File: config.mk
export PLATFORM = sky130hd
export DESIGN_NAME = antg_timing_gen
export DESIGN_NICKNAME = d
export VERILOG_FILES = /design/src/hw/antg_pkg.sv /design/src/hw/antg_strobe.sv /design/src/hw/antg_bus_clock.sv /design/src/hw/antg_timing_gen.sv
export SDC_FILE = /design/constraint.sdc
export NUM_CORES = 1
export LEC_CHECK = 0
export BUFFER_PORTS_ARGS = -buffer_cell sky130_fd_sc_hd__buf_4
export CELL_PAD_IN_SITES_DETAIL_PLACEMENT = 0
export CELL_PAD_IN_SITES_GLOBAL_PLACEMENT = 1
export CORE_MARGIN = 2
export CORE_UTILIZATION = 42
export CTS_CLUSTER_SIZE = 20
export DETAILED_ROUTE_END_ITERATION = 8
export PLACE_DENSITY_LB_ADDON = 0.1
export SETUP_SLACK_MARGIN = 0.3
export SKIP_LAST_GASP = 1
export SLEW_MARGIN = 20
export SYNTH_ARGS = -nofsm -noshare
export SYNTH_HDL_FRONTEND = slang
export SYNTH_SLANG_ARGS = --single-unit
File: constraint.sdc
create_clock -name mclk_in -period 11.1 [get_ports mclk_in]
set_input_delay 0.555 -clock mclk_in [delete_from_list [all_inputs] [get_ports mclk_in]]
set_output_delay 0.555 -clock mclk_in [all_outputs]
set_load 0.05 [all_outputs]
File: src/hw/antg_pkg.sv
package antg_pkg;

    localparam int TIME_W    = 5;
    localparam int ADDR_W    = 24;
    localparam int DATA_W    = 16;
    localparam int BE_W      = 2;
    localparam int MAX_BEATS = 4;
    localparam int BEAT_W    = 2;
    localparam int CNT_W     = 12;
    localparam int SYNC_LAT  = 2;
    localparam int DIV_W     = 2;

    localparam logic [DIV_W-1:0] DIV_BY_1 = 2'h0;
    localparam logic [DIV_W-1:0] DIV_BY_2 = 2'h1;
    localparam logic [DIV_W-1:0] DIV_BY_3 = 2'h2;
    localparam logic [DIV_W-1:0] DIV_BY_4 = 2'h3;

    localparam logic [BE_W-1:0]  BE_NONE  = 2'h3;
    localparam logic [CNT_W-1:0] CNT_ONE  = 12'h001;

    typedef struct packed {
        logic [DIV_W-1:0]  clk_divide_ratio;
        logic              timing_scale_double;
        logic [TIME_W-1:0] select_assert_time;
        logic [TIME_W-1:0] select_read_release_time;
        logic [TIME_W-1:0] select_write_release_time;
        logic [TIME_W-1:0] addr_valid_assert_time;
        logic [TIME_W-1:0] addr_valid_read_release_time;
        logic [TIME_W-1:0] addr_valid_write_release_time;
        logic [TIME_W-1:0] read_strobe_assert_time;
        logic [TIME_W-1:0] read_strobe_release_time;
        logic [TIME_W-1:0] write_strobe_assert_time;
        logic [TIME_W-1:0] write_strobe_release_time;
        logic [TIME_W-1:0] data_sample_time;
        logic [TIME_W-1:0] page_step_time;
        logic [TIME_W-1:0] read_cycle_length;
        logic [TIME_W-1:0] write_cycle_length;
        logic [TIME_W-1:0] inter_access_gap;
        logic [TIME_W-1:0] bus_clock_start_time;
        logic              select_half_cycle_delay;
        logic              addr_valid_half_cycle_delay;
        logic              read_strobe_half_cycle_delay;
        logic              write_strobe_half_cycle_delay;
    } antg_cfg_t;

    typedef struct packed {
        logic                                write;
        logic [BEAT_W-1:0]                   beats_minus_1;
        logic [ADDR_W-1:0]                   addr;
        logic [BE_W-1:0]                     be_n;
        logic [MAX_BEATS-1:0][DATA_W-1:0]    wdata;
    } antg_req_t;

    typedef enum logic [2:0] {
        ST_IDLE   = 3'h1,
        ST_ACCESS = 3'h2,
        ST_GAP    = 3'h4
    } antg_state_t;

endpackage

File: src/hw/antg_strobe.sv
module antg_strobe
    import antg_pkg::*;
(
    input  wire logic             mclk_in,
    input  wire logic             rst_n_in,
    input  wire logic             active_in,
    input  wire logic [CNT_W-1:0] cnt_in,
    input  wire logic [CNT_W-1:0] assert_at_in,
    input  wire logic [CNT_W-1:0] release_at_in,
    input  wire logic             half_in,
    output logic                  strobe_n_out
);

    logic lvl_nxt;
    logic lvl_r;

    assign lvl_nxt = active_in && (cnt_in >= assert_at_in) && (cnt_in < release_at_in);

    always_ff @(posedge mclk_in or negedge rst_n_in) begin
        if (!rst_n_in) begin
            lvl_r <= 1'b0;
        end else begin
            lvl_r <= lvl_nxt;
        end
    end

    // Falling-edge launch: the half-cycle bit picks last cycle's level
    always_ff @(negedge mclk_in or negedge rst_n_in) begin
        if (!rst_n_in) begin
            strobe_n_out <= 1'b1;
        end else begin
            strobe_n_out <= ~(half_in ? lvl_r : lvl_nxt);
        end
    end

    AST_STROBE_QUIET: assert property (@(posedge mclk_in) disable iff (!rst_n_in)
        (!active_in ##1 !active_in) |-> strobe_n_out) else $error("strobe active outside access");

endmodule // antg_strobe

File: src/hw/antg_bus_clock.sv
module antg_bus_clock
    import antg_pkg::*;
(
    input  wire logic             mclk_in,
    input  wire logic             rst_n_in,
    input  wire logic             run_in,
    input  wire logic [DIV_W-1:0] ratio_in,
    output logic                  bus_clk_out
);

    logic [DIV_W-1:0] phase_r;
    logic [DIV_W-1:0] phase_nxt;
    logic [DIV_W:0]   high_len;

    // Divider restarts at the programmed start so edge alignment is repeatable
    assign phase_nxt = (!run_in || phase_r >= ratio_in) ? '0 : phase_r + DIV_W'(1);
    assign high_len  = ({1'b0, ratio_in} + (DIV_W + 1)'(2)) >> 1;

    always_ff @(posedge mclk_in or negedge rst_n_in) begin
        if (!rst_n_in) begin
            phase_r <= '0;
        end else begin
            phase_r <= phase_nxt;
        end
    end

    // divided clock, functional clock never driven out
    // only this divider flop reaches the pin
    always_ff @(posedge mclk_in or negedge rst_n_in) begin
        if (!rst_n_in) begin
            bus_clk_out <= 1'b0;
        end else begin
            bus_clk_out <= run_in && ({1'b0, phase_nxt} < high_len);
        end
    end

    AST_PHASE_BOUND: assert property (@(posedge mclk_in) disable iff (!rst_n_in)
        run_in |=> (phase_r <= $past(ratio_in))) else $error("bus clock phase past divide ratio");

endmodule // antg_bus_clock

File: src/hw/antg_timing_gen.sv
// Overview of operation
// Ratio 0/1 write release alignment rule
// Ratio 2 write release adds mod-3 cycles
// Ratio 3 write release adds mod-4 cycles
// Address-valid low for release minus assert
// Bus clock divided from functional clock
// Single read samples at sample time
// Page mode first word at sample time
// Later page words every page step
// Byte enables held for cycle length
// Chip select low assert to release
// Address-valid release relative to select
// Read strobe release relative to select
// Address and data valid before select
// Address-valid assert relative to select
// Read strobe assert relative to select
// Address invalid for gap between accesses
// Burst read strobe release adds page steps
// Later burst addresses last one page step
// Write strobe assert relative to select
// Write strobe release relative to select
// Functional clock stays internal
// Internal bus direction flag kept
// Counter restarts at each access
// Memory holds data until strobe release
module antg_timing_gen
    import antg_pkg::*;
(
    input  wire logic              mclk_in,
    input  wire logic              rst_n_in,
    input  wire logic              start_in,
    input  wire antg_req_t         req_in,
    input  wire antg_cfg_t         cfg_in,
    input  wire logic [DATA_W-1:0] ad_in,
    output logic                   ready_out,
    output logic                   cs_n_out,
    output logic                   adv_n_out,
    output logic                   oe_n_out,
    output logic                   we_n_out,
    output logic                   bus_clk_out,
    output logic [ADDR_W-1:0]      addr_out,
    output logic [BE_W-1:0]        be_n_out,
    output logic [DATA_W-1:0]      ad_out,
    output logic                   ad_oe_out,
    output logic [DATA_W-1:0]      rdata_out,
    output logic                   rdata_valid_out
);

    function automatic logic [CNT_W-1:0] scale(input logic [CNT_W-1:0] t, input logic dbl);
        scale = dbl ? {t[CNT_W-2:0], 1'b0} : t;
    endfunction

    function automatic logic [CNT_W-1:0] with_burst(input logic [TIME_W-1:0] t,
                                                    input logic [BEAT_W-1:0] nm1,
                                                    input logic [TIME_W-1:0] step);
        with_burst = CNT_W'(t) + CNT_W'(CNT_W'(nm1) * CNT_W'(step));
    endfunction

    function automatic logic [1:0] align_extra(input logic [DIV_W-1:0]  ratio,
                                               input logic [TIME_W-1:0] t,
                                               input logic [TIME_W-1:0] start);
        logic [TIME_W-1:0] diff;
        int                sdiff;
        diff  = t - start;
        sdiff = int'(t) - int'(start);
        unique case (ratio)
            DIV_BY_1: align_extra = 2'h0;
            DIV_BY_2: align_extra = {1'b0, diff[0]};
            DIV_BY_3: align_extra = 2'(((sdiff % 3) + 3) % 3);
            DIV_BY_4: align_extra = diff[1:0];
        endcase
    endfunction

    antg_state_t         state_r, state_nxt;
    antg_req_t           req_r, cur_req;
    antg_cfg_t           cfg_r;
    logic [CNT_W-1:0]    cnt_r, step_acc_r;
    logic [BEAT_W:0]     beat_r, beat_nxt;
    logic [SYNC_LAT-1:0] hit_pipe_r;
    logic [DATA_W-1:0]   ad_meta_r, ad_sync_r, rdata_r, pin_wdata_r;
    logic                rdata_valid_r, ready_r, bus_turn_r;
    logic [ADDR_W-1:0]   pin_addr_r;
    logic [BE_W-1:0]     pin_be_r;
    logic [BEAT_W-1:0]   idx_nxt, nm1;
    logic                active, dbl, wr, beats_done, hit, access_done, clk_run;
    logic [CNT_W-1:0]    cs_at_w, cs_rel_w, adv_at_w, adv_rel_w, oe_at_w, oe_rel_w, we_at_w, we_rel_w;
    logic [CNT_W-1:0]    cyc_end_w, gap_w, step_w, samp_w, clk_start_w;
    assign active = (state_r == ST_ACCESS);
    assign dbl    = cfg_r.timing_scale_double;
    assign wr     = req_r.write;
    assign nm1    = req_r.beats_minus_1;

    // select placed after address phase start
    // select window stretched by page steps
    assign cs_at_w  = scale(CNT_W'(cfg_r.select_assert_time), dbl);
    assign cs_rel_w = scale(with_burst(wr ? cfg_r.select_write_release_time : cfg_r.select_read_release_time,
                                       nm1, cfg_r.page_step_time), dbl);
    // address-valid placement
    // read or write release field chosen
    assign adv_at_w  = scale(CNT_W'(cfg_r.addr_valid_assert_time), dbl);
    assign adv_rel_w = scale(CNT_W'(wr ? cfg_r.addr_valid_write_release_time
                                       : cfg_r.addr_valid_read_release_time), dbl);
    // read strobe assert placement
    // burst read strobe release adds page steps
    assign oe_at_w  = scale(CNT_W'(cfg_r.read_strobe_assert_time), dbl);
    assign oe_rel_w = wr ? '0 : scale(with_burst(cfg_r.read_strobe_release_time, nm1, cfg_r.page_step_time), dbl);
    // write strobe assert placement
    assign we_at_w = wr ? scale(CNT_W'(cfg_r.write_strobe_assert_time), dbl) : '0;
    // ratio 0 adds nothing, ratio 1 parity alignment
    // ratio 2 mod-3 alignment
    // ratio 3 mod-4 alignment
    assign we_rel_w = wr ? scale(CNT_W'(cfg_r.write_strobe_release_time), dbl)
                           + CNT_W'(align_extra(cfg_r.clk_divide_ratio, cfg_r.write_strobe_release_time,
                                                cfg_r.bus_clock_start_time))
                         : '0;
    // cycle length stretched by page steps
    assign cyc_end_w = scale(with_burst(wr ? cfg_r.write_cycle_length : cfg_r.read_cycle_length,
                                        nm1, cfg_r.page_step_time), dbl);
    assign gap_w       = scale(CNT_W'(cfg_r.inter_access_gap), dbl);
    assign step_w      = scale(CNT_W'(cfg_r.page_step_time), dbl);
    assign clk_start_w = scale(CNT_W'(cfg_r.bus_clock_start_time), dbl);

    // first word at the sample time
    // first page word likewise
    // each later word one page step on
    assign samp_w     = scale(CNT_W'(cfg_r.data_sample_time), dbl) + step_acc_r;
    assign beats_done = (beat_r > {1'b0, nm1});
    assign hit        = active && !beats_done && (cnt_r == samp_w);

    // Stretch past the cycle length if sampling is programmed late
    assign access_done = active && ((cnt_r + CNT_ONE) >= cyc_end_w) && beats_done && !hit
                         && (hit_pipe_r == '0);

    always_comb begin
        state_nxt = state_r;
        unique case (state_r)
            ST_IDLE: begin
                if (start_in && ready_r) begin
                    state_nxt = ST_ACCESS;
                end
            end
            ST_ACCESS: begin
                if (access_done) begin
                    state_nxt = (gap_w == '0) ? ST_IDLE : ST_GAP;
                end
            end
            ST_GAP: begin
                // address held invalid through the gap
                if ((cnt_r + CNT_ONE) >= gap_w) begin
                    state_nxt = ST_IDLE;
                end
            end
        endcase
    end

    always_ff @(posedge mclk_in or negedge rst_n_in) begin
        if (!rst_n_in) begin
            state_r <= ST_IDLE;
            ready_r <= 1'b0;
        end else begin
            state_r <= state_nxt;
            ready_r <= (state_nxt == ST_IDLE);
        end
    end

    // counter restarts with each access
    always_ff @(posedge mclk_in or negedge rst_n_in) begin
        if (!rst_n_in) begin
            cnt_r <= '0;
        end else if (state_nxt != state_r || state_nxt == ST_IDLE) begin
            cnt_r <= '0;
        end else begin
            cnt_r <= cnt_r + CNT_ONE;
        end
    end

    // Timing latched per access so mid-access writes cannot glitch strobes
    always_ff @(posedge mclk_in or negedge rst_n_in) begin
        if (!rst_n_in) begin
            req_r <= '0;
            cfg_r <= '0;
        end else if (state_r == ST_IDLE && start_in) begin
            req_r <= req_in;
            cfg_r <= cfg_in;
        end
    end

    assign beat_nxt = (state_nxt != ST_ACCESS) ? '0 : (hit ? beat_r + (BEAT_W + 1)'(1) : beat_r);
    assign idx_nxt  = (beat_nxt > {1'b0, cur_req.beats_minus_1}) ? cur_req.beats_minus_1 : beat_nxt[BEAT_W-1:0];
    assign cur_req  = (state_r == ST_IDLE) ? req_in : req_r;

    // next address follows each sample point
    always_ff @(posedge mclk_in or negedge rst_n_in) begin
        if (!rst_n_in) begin
            beat_r     <= '0;
            step_acc_r <= '0;
        end else begin
            beat_r     <= beat_nxt;
            step_acc_r <= (state_nxt != ST_ACCESS) ? '0 : (hit ? step_acc_r + step_w : step_acc_r);
        end
    end

    // address, enables and data valid from cycle start
    // address and enables parked outside the access
    always_ff @(posedge mclk_in or negedge rst_n_in) begin
        if (!rst_n_in) begin
            pin_addr_r  <= '0;
            pin_be_r    <= BE_NONE;
            pin_wdata_r <= '0;
        end else if (state_nxt == ST_ACCESS) begin
            pin_addr_r  <= cur_req.addr + ADDR_W'(idx_nxt);
            pin_be_r    <= cur_req.be_n;
            pin_wdata_r <= cur_req.wdata[idx_nxt];
        end else begin
            pin_addr_r  <= '0;
            pin_be_r    <= BE_NONE;
            pin_wdata_r <= '0;
        end
    end

    // direction of shared bus, also driven out as ad_oe_out
    always_ff @(posedge mclk_in or negedge rst_n_in) begin
        if (!rst_n_in) begin
            bus_turn_r <= 1'b0;
        end else begin
            bus_turn_r <= (state_nxt == ST_ACCESS) && cur_req.write;
        end
    end

    // Pins launch on the falling edge, matching the strobe half-cycle grid
    always_ff @(negedge mclk_in or negedge rst_n_in) begin
        if (!rst_n_in) begin
            addr_out  <= '0;
            be_n_out  <= BE_NONE;
            ad_out    <= '0;
            ad_oe_out <= 1'b0;
        end else begin
            addr_out  <= pin_addr_r;
            be_n_out  <= pin_be_r;
            ad_out    <= pin_wdata_r;
            ad_oe_out <= bus_turn_r;
        end
    end

    always_ff @(posedge mclk_in or negedge rst_n_in) begin
        if (!rst_n_in) begin
            ad_meta_r <= '0;
            ad_sync_r <= '0;
        end else begin
            ad_meta_r <= ad_in;
            ad_sync_r <= ad_meta_r;
        end
    end

    // synchroniser delay relies on data held to strobe release
    // capture aligned to the sample point
    always_ff @(posedge mclk_in or negedge rst_n_in) begin
        if (!rst_n_in) begin
            hit_pipe_r    <= '0;
            rdata_r       <= '0;
            rdata_valid_r <= 1'b0;
        end else begin
            hit_pipe_r    <= {hit_pipe_r[SYNC_LAT-2:0], hit && !wr};
            rdata_valid_r <= hit_pipe_r[SYNC_LAT-1];
            if (hit_pipe_r[SYNC_LAT-1]) begin
                rdata_r <= ad_sync_r;
            end
        end
    end

    assign ready_out       = ready_r;
    assign rdata_out       = rdata_r;
    assign rdata_valid_out = rdata_valid_r;

    // select strobe with its half-cycle option
    antg_strobe u_cs (
        .mclk_in (mclk_in), .rst_n_in (rst_n_in), .active_in (active), .cnt_in (cnt_r),
        .assert_at_in (cs_at_w), .release_at_in (cs_rel_w),
        .half_in (cfg_r.select_half_cycle_delay), .strobe_n_out (cs_n_out)
    );
    // address-valid release with its own half-cycle option
    antg_strobe u_adv (
        .mclk_in (mclk_in), .rst_n_in (rst_n_in), .active_in (active), .cnt_in (cnt_r),
        .assert_at_in (adv_at_w), .release_at_in (adv_rel_w),
        .half_in (cfg_r.addr_valid_half_cycle_delay), .strobe_n_out (adv_n_out)
    );
    // read strobe release with its half-cycle option
    antg_strobe u_oe (
        .mclk_in (mclk_in), .rst_n_in (rst_n_in), .active_in (active), .cnt_in (cnt_r),
        .assert_at_in (oe_at_w), .release_at_in (oe_rel_w),
        .half_in (cfg_r.read_strobe_half_cycle_delay), .strobe_n_out (oe_n_out)
    );
    // write strobe release with its half-cycle option
    antg_strobe u_we (
        .mclk_in (mclk_in), .rst_n_in (rst_n_in), .active_in (active), .cnt_in (cnt_r),
        .assert_at_in (we_at_w), .release_at_in (we_rel_w),
        .half_in (cfg_r.write_strobe_half_cycle_delay), .strobe_n_out (we_n_out)
    );
    assign clk_run = active && (cnt_r >= clk_start_w);
    antg_bus_clock u_bus_clk (
        .mclk_in (mclk_in), .rst_n_in (rst_n_in), .run_in (clk_run),
        .ratio_in (cfg_r.clk_divide_ratio), .bus_clk_out (bus_clk_out)
    );

    AST_CS_ON: assert property (@(posedge mclk_in) disable iff (!rst_n_in)
        (active && cnt_r == cs_at_w && cs_at_w < cs_rel_w && !cfg_r.select_half_cycle_delay)
        |-> !cs_n_out && (be_n_out == req_r.be_n)) else $error("select not low at assert time");
    AST_CS_REL: assert property (@(posedge mclk_in) disable iff (!rst_n_in)
        (active && cnt_r == cs_rel_w && cs_at_w < cs_rel_w && cfg_r.select_half_cycle_delay)
        |=> cs_n_out) else $error("select not released at release time");
    AST_ADV_ON: assert property (@(posedge mclk_in) disable iff (!rst_n_in)
        (active && cnt_r == adv_at_w && adv_at_w < adv_rel_w && !cfg_r.addr_valid_half_cycle_delay)
        |-> !adv_n_out) else $error("address valid not asserted on time");
    AST_ADV_REL: assert property (@(posedge mclk_in) disable iff (!rst_n_in)
        (active && cnt_r == adv_rel_w - CNT_ONE && adv_at_w < adv_rel_w && !cfg_r.addr_valid_half_cycle_delay)
        |-> !adv_n_out ##1 adv_n_out) else $error("address valid width wrong");
    AST_OE_ON: assert property (@(posedge mclk_in) disable iff (!rst_n_in)
        (active && !wr && cnt_r == oe_at_w && oe_at_w < oe_rel_w && cfg_r.read_strobe_half_cycle_delay)
        |=> !oe_n_out) else $error("read strobe not asserted on time");
    AST_OE_REL: assert property (@(posedge mclk_in) disable iff (!rst_n_in)
        (active && !wr && cnt_r == oe_rel_w && oe_at_w < oe_rel_w && !cfg_r.read_strobe_half_cycle_delay)
        |-> oe_n_out) else $error("read strobe not released on time");
    AST_WE_ON: assert property (@(posedge mclk_in) disable iff (!rst_n_in)
        (active && wr && cnt_r == we_at_w && we_at_w < we_rel_w && !cfg_r.write_strobe_half_cycle_delay)
        |-> !we_n_out && ad_oe_out) else $error("write strobe not asserted on time");
    AST_WE_REL: assert property (@(posedge mclk_in) disable iff (!rst_n_in)
        (active && wr && cnt_r == we_rel_w - CNT_ONE && we_at_w < we_rel_w && !cfg_r.write_strobe_half_cycle_delay)
        |-> !we_n_out ##1 we_n_out) else $error("write strobe release misplaced");
    AST_SAMPLE: assert property (@(posedge mclk_in) disable iff (!rst_n_in)
        (hit && !wr) |-> ##3 rdata_valid_out) else $error("read data not captured at sample point");
    AST_GAP: assert property (@(posedge mclk_in) disable iff (!rst_n_in)
        (state_r == ST_GAP) |-> (be_n_out == BE_NONE) && (addr_out == '0)) else $error("address valid in gap");
    AST_BE_HOLD: assert property (@(posedge mclk_in) disable iff (!rst_n_in)
        (active && cnt_r < cyc_end_w) |-> (be_n_out == req_r.be_n)) else $error("byte enables dropped early");

endmodule // antg_timing_gen

==> results of run 1 <==
==> flip-flops by register name (all words and copies together) (netlist names), 3 cells and up <==
signal	count
ad_meta_r	16
ad_out	16
ad_sync_r	16
addr_out	24
beat_r	3
cfg_r	86
cnt_r	12
pin_addr_r	24
pin_wdata_r	16
rdata_out	16
req_r	90
state_r	3
step_acc_r	12
==> routing by layer <==
layer	GRT usage	vias to the layer above	routed length, µm
li1	-	7463	-
met1	0.2804	7528	23790
met2	0.3382	229	24250
met3	0.05139	56	2861
met4	0.04849	6	1015
met5	0	-	46
==> logic make-up (layout without fill, tap and decap cells) <==
logic type | Yosys count | in the layout | synth area share
AND/OR/NAND/NOR | 490 | 490 | 0.1167
flip-flops | 359 | 359 | 0.4357
multiplexers | 317 | 317 | 0.1864
AO/OA/AOI/OAI | 298 | 298 | 0.1024
adder cells (fa/ha/maj) | 142 | 142 | 0.08927
buffers and inverters | 137 | 583 | 0.02648
XOR/XNOR | 99 | 99 | 0.04309
==> per-stage QoR <==
stage / instances / area (µm²)
detailed placement: 2861 / 24610
finish: 2952 / 26370
global route: 2952 / 26370
global placement: 2861 / 24610
CTS: 2944 / 26090
floorplan: 1842 / 20810
==> path summary, 6_finish.rpt <==
path                                     end  cells past startpoint  slack, ps
max                        u_we.strobe_n_out                     59      -5080
max in group asynchronous        be_n_out[0]                      2       4510
min                                 cnt_r[2]                      1         20
max reg2reg                u_we.strobe_n_out                     59      -5080
min reg2reg                     ad_sync_r[3]                      0        350
min in group mclk_in            ad_meta_r[8]                      1        100
==> worst max-delay path: cells and delay by family, from the launching register on <==
| kind | cells | cell delay (ps) |
|---|---|---|
| buf+inv | 6 | 430 |
| flops | 1 | 380 |
| simple gates | 20 | 3470 |
| fa+ha+maj | 12 | 3030 |
| xor+xnor | 4 | 460 |
| mux | 2 | 360 |
| compound gates | 15 | 2480 |
==> final cells by class <==
cell class,count,area (µm²)
fill,4336,22380
multi-input combinational,1346,11520
sequential,359,8999
timing repair buffer,447,3379
clock buffer,59,1166
tap,664,830.8
clock inverter,22,266.5
inverter,55,206.4
==> cell usage in the layout, fill, tap and decap left out, drive strengths merged, types with 6 or more instances in the layout <==
| cell type | count |
|---|---|
| inv | 60 |
| nor3 | 23 |
| a211oi | 18 |
| mux2 | 214 |
| and3 | 13 |
| clkbuf | 59 |
| nor4 | 8 |
| nor2b | 40 |
| and2 | 23 |
| o2111ai | 9 |
| nand3b | 6 |
| dfrtp | 309 |
| o21ai | 61 |
| a21oi | 87 |
| xor2 | 33 |
| o211ai | 10 |
| o21bai | 8 |
| mux4 | 32 |
| ha | 132 |
| xnor2 | 66 |
| dfstp | 9 |
| clkinv | 11 |
| buf | 447 |
| nand2 | 139 |
| nand4 | 16 |
| fa | 9 |
| a31oi | 7 |
| o21a | 7 |
| nand3 | 46 |
| or2 | 9 |
| dfrtn | 41 |
| or3 | 15 |
| nor2 | 108 |
| mux2i | 71 |
| a21o | 33 |
| nand2b | 31 |
==> repair_timing <==
action,CTS,global route
setup buffers,3,8
pin swaps,3,19
cloned,0,0
endpoints found under the hold margin,0,0
hold buffers,0,0
gates resized for setup,5,39
setup endpoints to repair,2,2
==> out/metrics.yaml, run 1 <==
status:
  status: "finished with violations"
  violations: "setup timing"
detailed_routing:
  wl_per_cell_um: 17.60
  routed_wl_um: 51970
  via_count: 15280
  drt-vias-per-instance: 5.177
  final_antenna_net_count: 0
  drt_first_iter_violations: 634
  drt_first_pass_iters: 5
  drc_errors: 0
placement:
  preCtsSetupSlack_ps: -5380
  hpwl_um: 38160
  port-buffer-count: 264
  place.gp.congestion: 0.8100
synth:
  netlist_top_cells_count: "309 x sky130_fd_sc_hd__dfrtp_1, 212 x sky130_fd_sc_hd__mux2_2, 138 x sky130_fd_sc_hd__nand2_1"
  synth_cell_types: 96
  synth_warnings: 0
  synth_top_area_share: 0.3745
  ys.flop_type: "sky130_fd_sc_hd__dfrtp_1"
  flops_latches_synth: 359
  synth.top_cells.by_area: "sky130_fd_sc_hd__dfrtp_1 37%, sky130_fd_sc_hd__mux2_2 12%, sky130_fd_sc_hd__ha_1 8.0%"
  async_reset_ff_frac: 1.000
  cell_area_after_synthesis_um2: 20650
  postSynthAreaPerCell_um2: 11.21
  synth_area_leader: "sky130_fd_sc_hd__dfrtp_1"
  syn_inst: 1842
  ys_seq_area_frac: 0.4357
  synth_edf_count: 0
  synthMostInstantiatedCell: "sky130_fd_sc_hd__dfrtp_1"
  synth.net_count: 2182
timing:
  report.final.slew_viol_count: 0
  slew_headroom: 0.2987
  worst_pin_slew_ps: 1052
  post-route-worst-setup-slack_ps: -5079
  setup_violations: 1
  rsz0062_at_grt: "true"
  final.setup_skew_ps: 60.72
  timing.setup.tns_ps: -5079
  hold_slack_ps: 18.76
  timing.final.hold_violations: 0
critical_path:
  endpoint_kind: "flip-flop"
  timing.critical_path.slowest_stage_cell: "sky130_fd_sc_hd__fa_2"
  timing.critical_path.from: "cfg_r[34]"
  r2r_start: "cfg_r[34]"
  timing.critical_path.arrival_ps: 11150
  start_kind: "flip-flop"
  critical_path_required_ps: 6070
  cpMostUsedCell: "sky130_fd_sc_hd__ha_4"
  crit_type: "flip-flop to flip-flop"
  cpPeakStageDelay_ps: 590
  critical_path.max_fanout: 7
global_routing:
  antenna_found_initial: 4
  grt_use_total: 0.2082
  grt_first_pass_wirelength_um: 84510
  grt_overflow: 0
  maximum_number_of_pins_on_one_net_before_global_route_repair: 102
  vias_in_the_first_global_route: 15790
finish:
  final_core_util: 0.5410
  design.final.nets: 2596
  drive_gt1_frac: 0.3785
  area.growth.synth_to_final_pct: 27.73
  diodes: 0
hold_path:
  timing.hold.worst.class: "primary input to async pin"
cts:
  cts_htree_levels: 2
  cts-buffers-inserted: 41
  cts.clk_slew.worst_paths_ps: 60
  ctsRootBufferMaster: "sky130_fd_sc_hd__clkbuf_16"
  clk-insertion-delay-late_ps: 600
  numClockSinks: 359
  tritoncts_clock_tree: "yes"
  cts_buffer_depth: 3
die:
  design.core.area_um2: 48750
  floorplan.die_area_um2: 50950
  floorplan.io_pins: 265
  floorplan.die.height_um: 225.7
  floorplan.initialDensity: 0.4235
  die_width_um: 225.7
  rows: 81
job:
  timing.max_cap.violations: 0
Power of run 1 is left out: the tool's default activity adds up to more than one toggle a clock period on the data nets, which glitch-free logic cannot reach.
==> run 2: changes to the inputs <==
CORE_UTILIZATION = 40   (was 42)
==> run 2 against run 1 <==
The flow still finishes with violations (setup timing). Clock-buffer cell count grew 2. Worst hold slack gained 85 ps. Sequential cell count is the same. Final area grew 1.3%. Non-clock buffer count grew 20. Sequential share of layout area shrank 0.44 points. Register-to-register slack lost 200 ps. Largest cell class unchanged.
==> out/metrics.yaml, run 2 (synthesized netlist as in run 1, its figures left out) <==
status:
  status: "finished with violations"
  violations: "setup timing"
finish:
  top_register: "req_r"
  final_cell_mix: "461 x sky130_fd_sc_hd__buf_4, 308 x sky130_fd_sc_hd__dfrtp_1, 212 x sky130_fd_sc_hd__mux2_2"
  diodes: 0
  design.final.nets: 2619
  multi_input_comb_area_um2: 11470
  drive_gt1_frac: 0.3819
  largest_reg_flops: 90
  fillers: 4614
  sequential_cell_area_um2: 8999
  area.growth.synth_to_final_pct: 29.40
  mostFrequentLayoutCell: "sky130_fd_sc_hd__buf_4"
  top_regs: "req_r (90), cfg_r (86)"
detailed_routing:
  drt-vias-per-instance: 5.174
  drt_first_pass_iters: 4
  final_antenna_net_count: 0
  routed_wl_um: 53780
  drt_first_iter_violations: 628
  wl_per_cell_um: 17.96
  via_count: 15500
  drc_errors: 0
hold_path:
  timing.hold.worst.class: "primary input to flip-flop"
  holdCritStartpoint: "ad_in[10]"
  min_delay_worst_endpoint: "ad_meta_r[10]"
  hold_depth: 1
critical_path:
  timing.critical_path.slowest_stage_cell: "sky130_fd_sc_hd__fa_2"
  timing.critical_path.from: "cfg_r[34]"
  critical_path_required_ps: 6080
  endpoint_kind: "flip-flop"
  start_kind: "flip-flop"
  r2r_start: "cfg_r[34]"
  crit_type: "flip-flop to flip-flop"
  r2r.worst_path.cells: 60
  cpPeakStageDelay_ps: 590
  worst-r2r-setup-slack_ps: -5280
  worst_r2r_endpoint: "u_we.strobe_n_out"
  critical_path.max_fanout: 7
  timing.critical_path.arrival_ps: 11360
die:
  floorplan.die_area_um2: 53450
  floorplan.initialDensity: 0.4033
  rows: 83
  floorplan.io_pins: 265
  floorplan.die.height_um: 231.2
  die_width_um: 231.2
  design.core.area_um2: 51200
timing:
  setup_violations: 1
  rsz0062_at_grt: "true"
  timing.final.hold_violations: 0
  worst_pin_slew_ps: 1007
  slew_headroom: 0.3280
  report.final.slew_viol_count: 0
  post-route-worst-setup-slack_ps: -5278
  final.setup_skew_ps: 53.48
cts:
  cts_htree_levels: 2
  cts_buffer_depth: 3
  tritoncts_clock_tree: "yes"
  cts-buffers-inserted: 44
  numClockSinks: 359
  cts.clk_slew.worst_paths_ps: 60
  clk-insertion-delay-late_ps: 610
  ctsRootBufferMaster: "sky130_fd_sc_hd__clkbuf_16"
global_routing:
  maximum_number_of_pins_on_one_net_before_global_route_repair: 109
  antenna_found_initial: 3
  grt_overflow: 0
  grt_use_total: 0.2047
  grt_first_pass_wirelength_um: 87310
  vias_in_the_first_global_route: 16400
placement:
  preCtsSetupSlack_ps: -5380
  place.gp.congestion: 0.8121
  port-buffer-count: 264
  hpwl_um: 38980
job:
  timing.max_cap.violations: 0
## run 2: worst max path at each step
stage,depth (start not counted),slack [ps],end
2_1_floorplan,58,-5070,u_we.strobe_n_out
3_3_place_gp,59,-5010,u_we.strobe_n_out
4_1_cts,60,-5030,u_we.strobe_n_out
6_report,60,-5280,u_we.strobe_n_out
3_5_place_dp,60,-5380,u_we.strobe_n_out
5_1_grt,61,-5800,u_we.strobe_n_out
## run 2: area by class of cell
cell class | count | area share
timing repair buffer | 467 | 0.1328
clock inverter | 27 | 0.01368
multi-input combinational | 1346 | 0.4293
clock buffer | 61 | 0.04782
inverter | 55 | 0.007728
tap | 680 | 0.03185
sequential | 359 | 0.3368
## run 2: stage by stage
step,setup TNS (ps),area (µm²),hold WS (ps),utilization,std cells
detailed placement,-5380,24720,334.7,0.4828,2887
finish,-5278,26720,103.4,0.5218,2995
floorplan,-5066,20810,259.4,-,1842
global placement,-5010,24720,331.3,0.4828,2887
CTS,-5025,26510,66.95,0.5178,2984
global route,-6091,26720,70.27,0.5218,2995
## run 2: metal layers
layer	vias to the layer above	global-route usage	wire, µm
li1	7500	-	-
met1	7679	0.2674	24190
met2	246	0.3449	25810
met3	65	0.04872	2769
met4	6	0.04536	965
met5	-	0	46
## run 2: worst max-delay path, delay by kind of cell, from the launching register on
kind / cells / cell delay (ps)
simple gates: 20 / 3610
mux: 2 / 320
fa+ha+maj: 12 / 3000
compound gates: 16 / 2590
flops: 1 / 380
xor+xnor: 3 / 300
buf+inv: 7 / 570
## run 2: repair_timing
| item | in CTS | in global routing |
|---|---|---|
| setup buffers | 9 | 11 |
| endpoints found under the hold margin | 25 | 0 |
| hold buffers | 1 | 0 |
| endpoints found under the setup margin | 2 | 2 |
| pin swaps | 19 | 36 |
| gates resized for setup | 13 | 22 |
Power of run 2 is left out for the same reason.
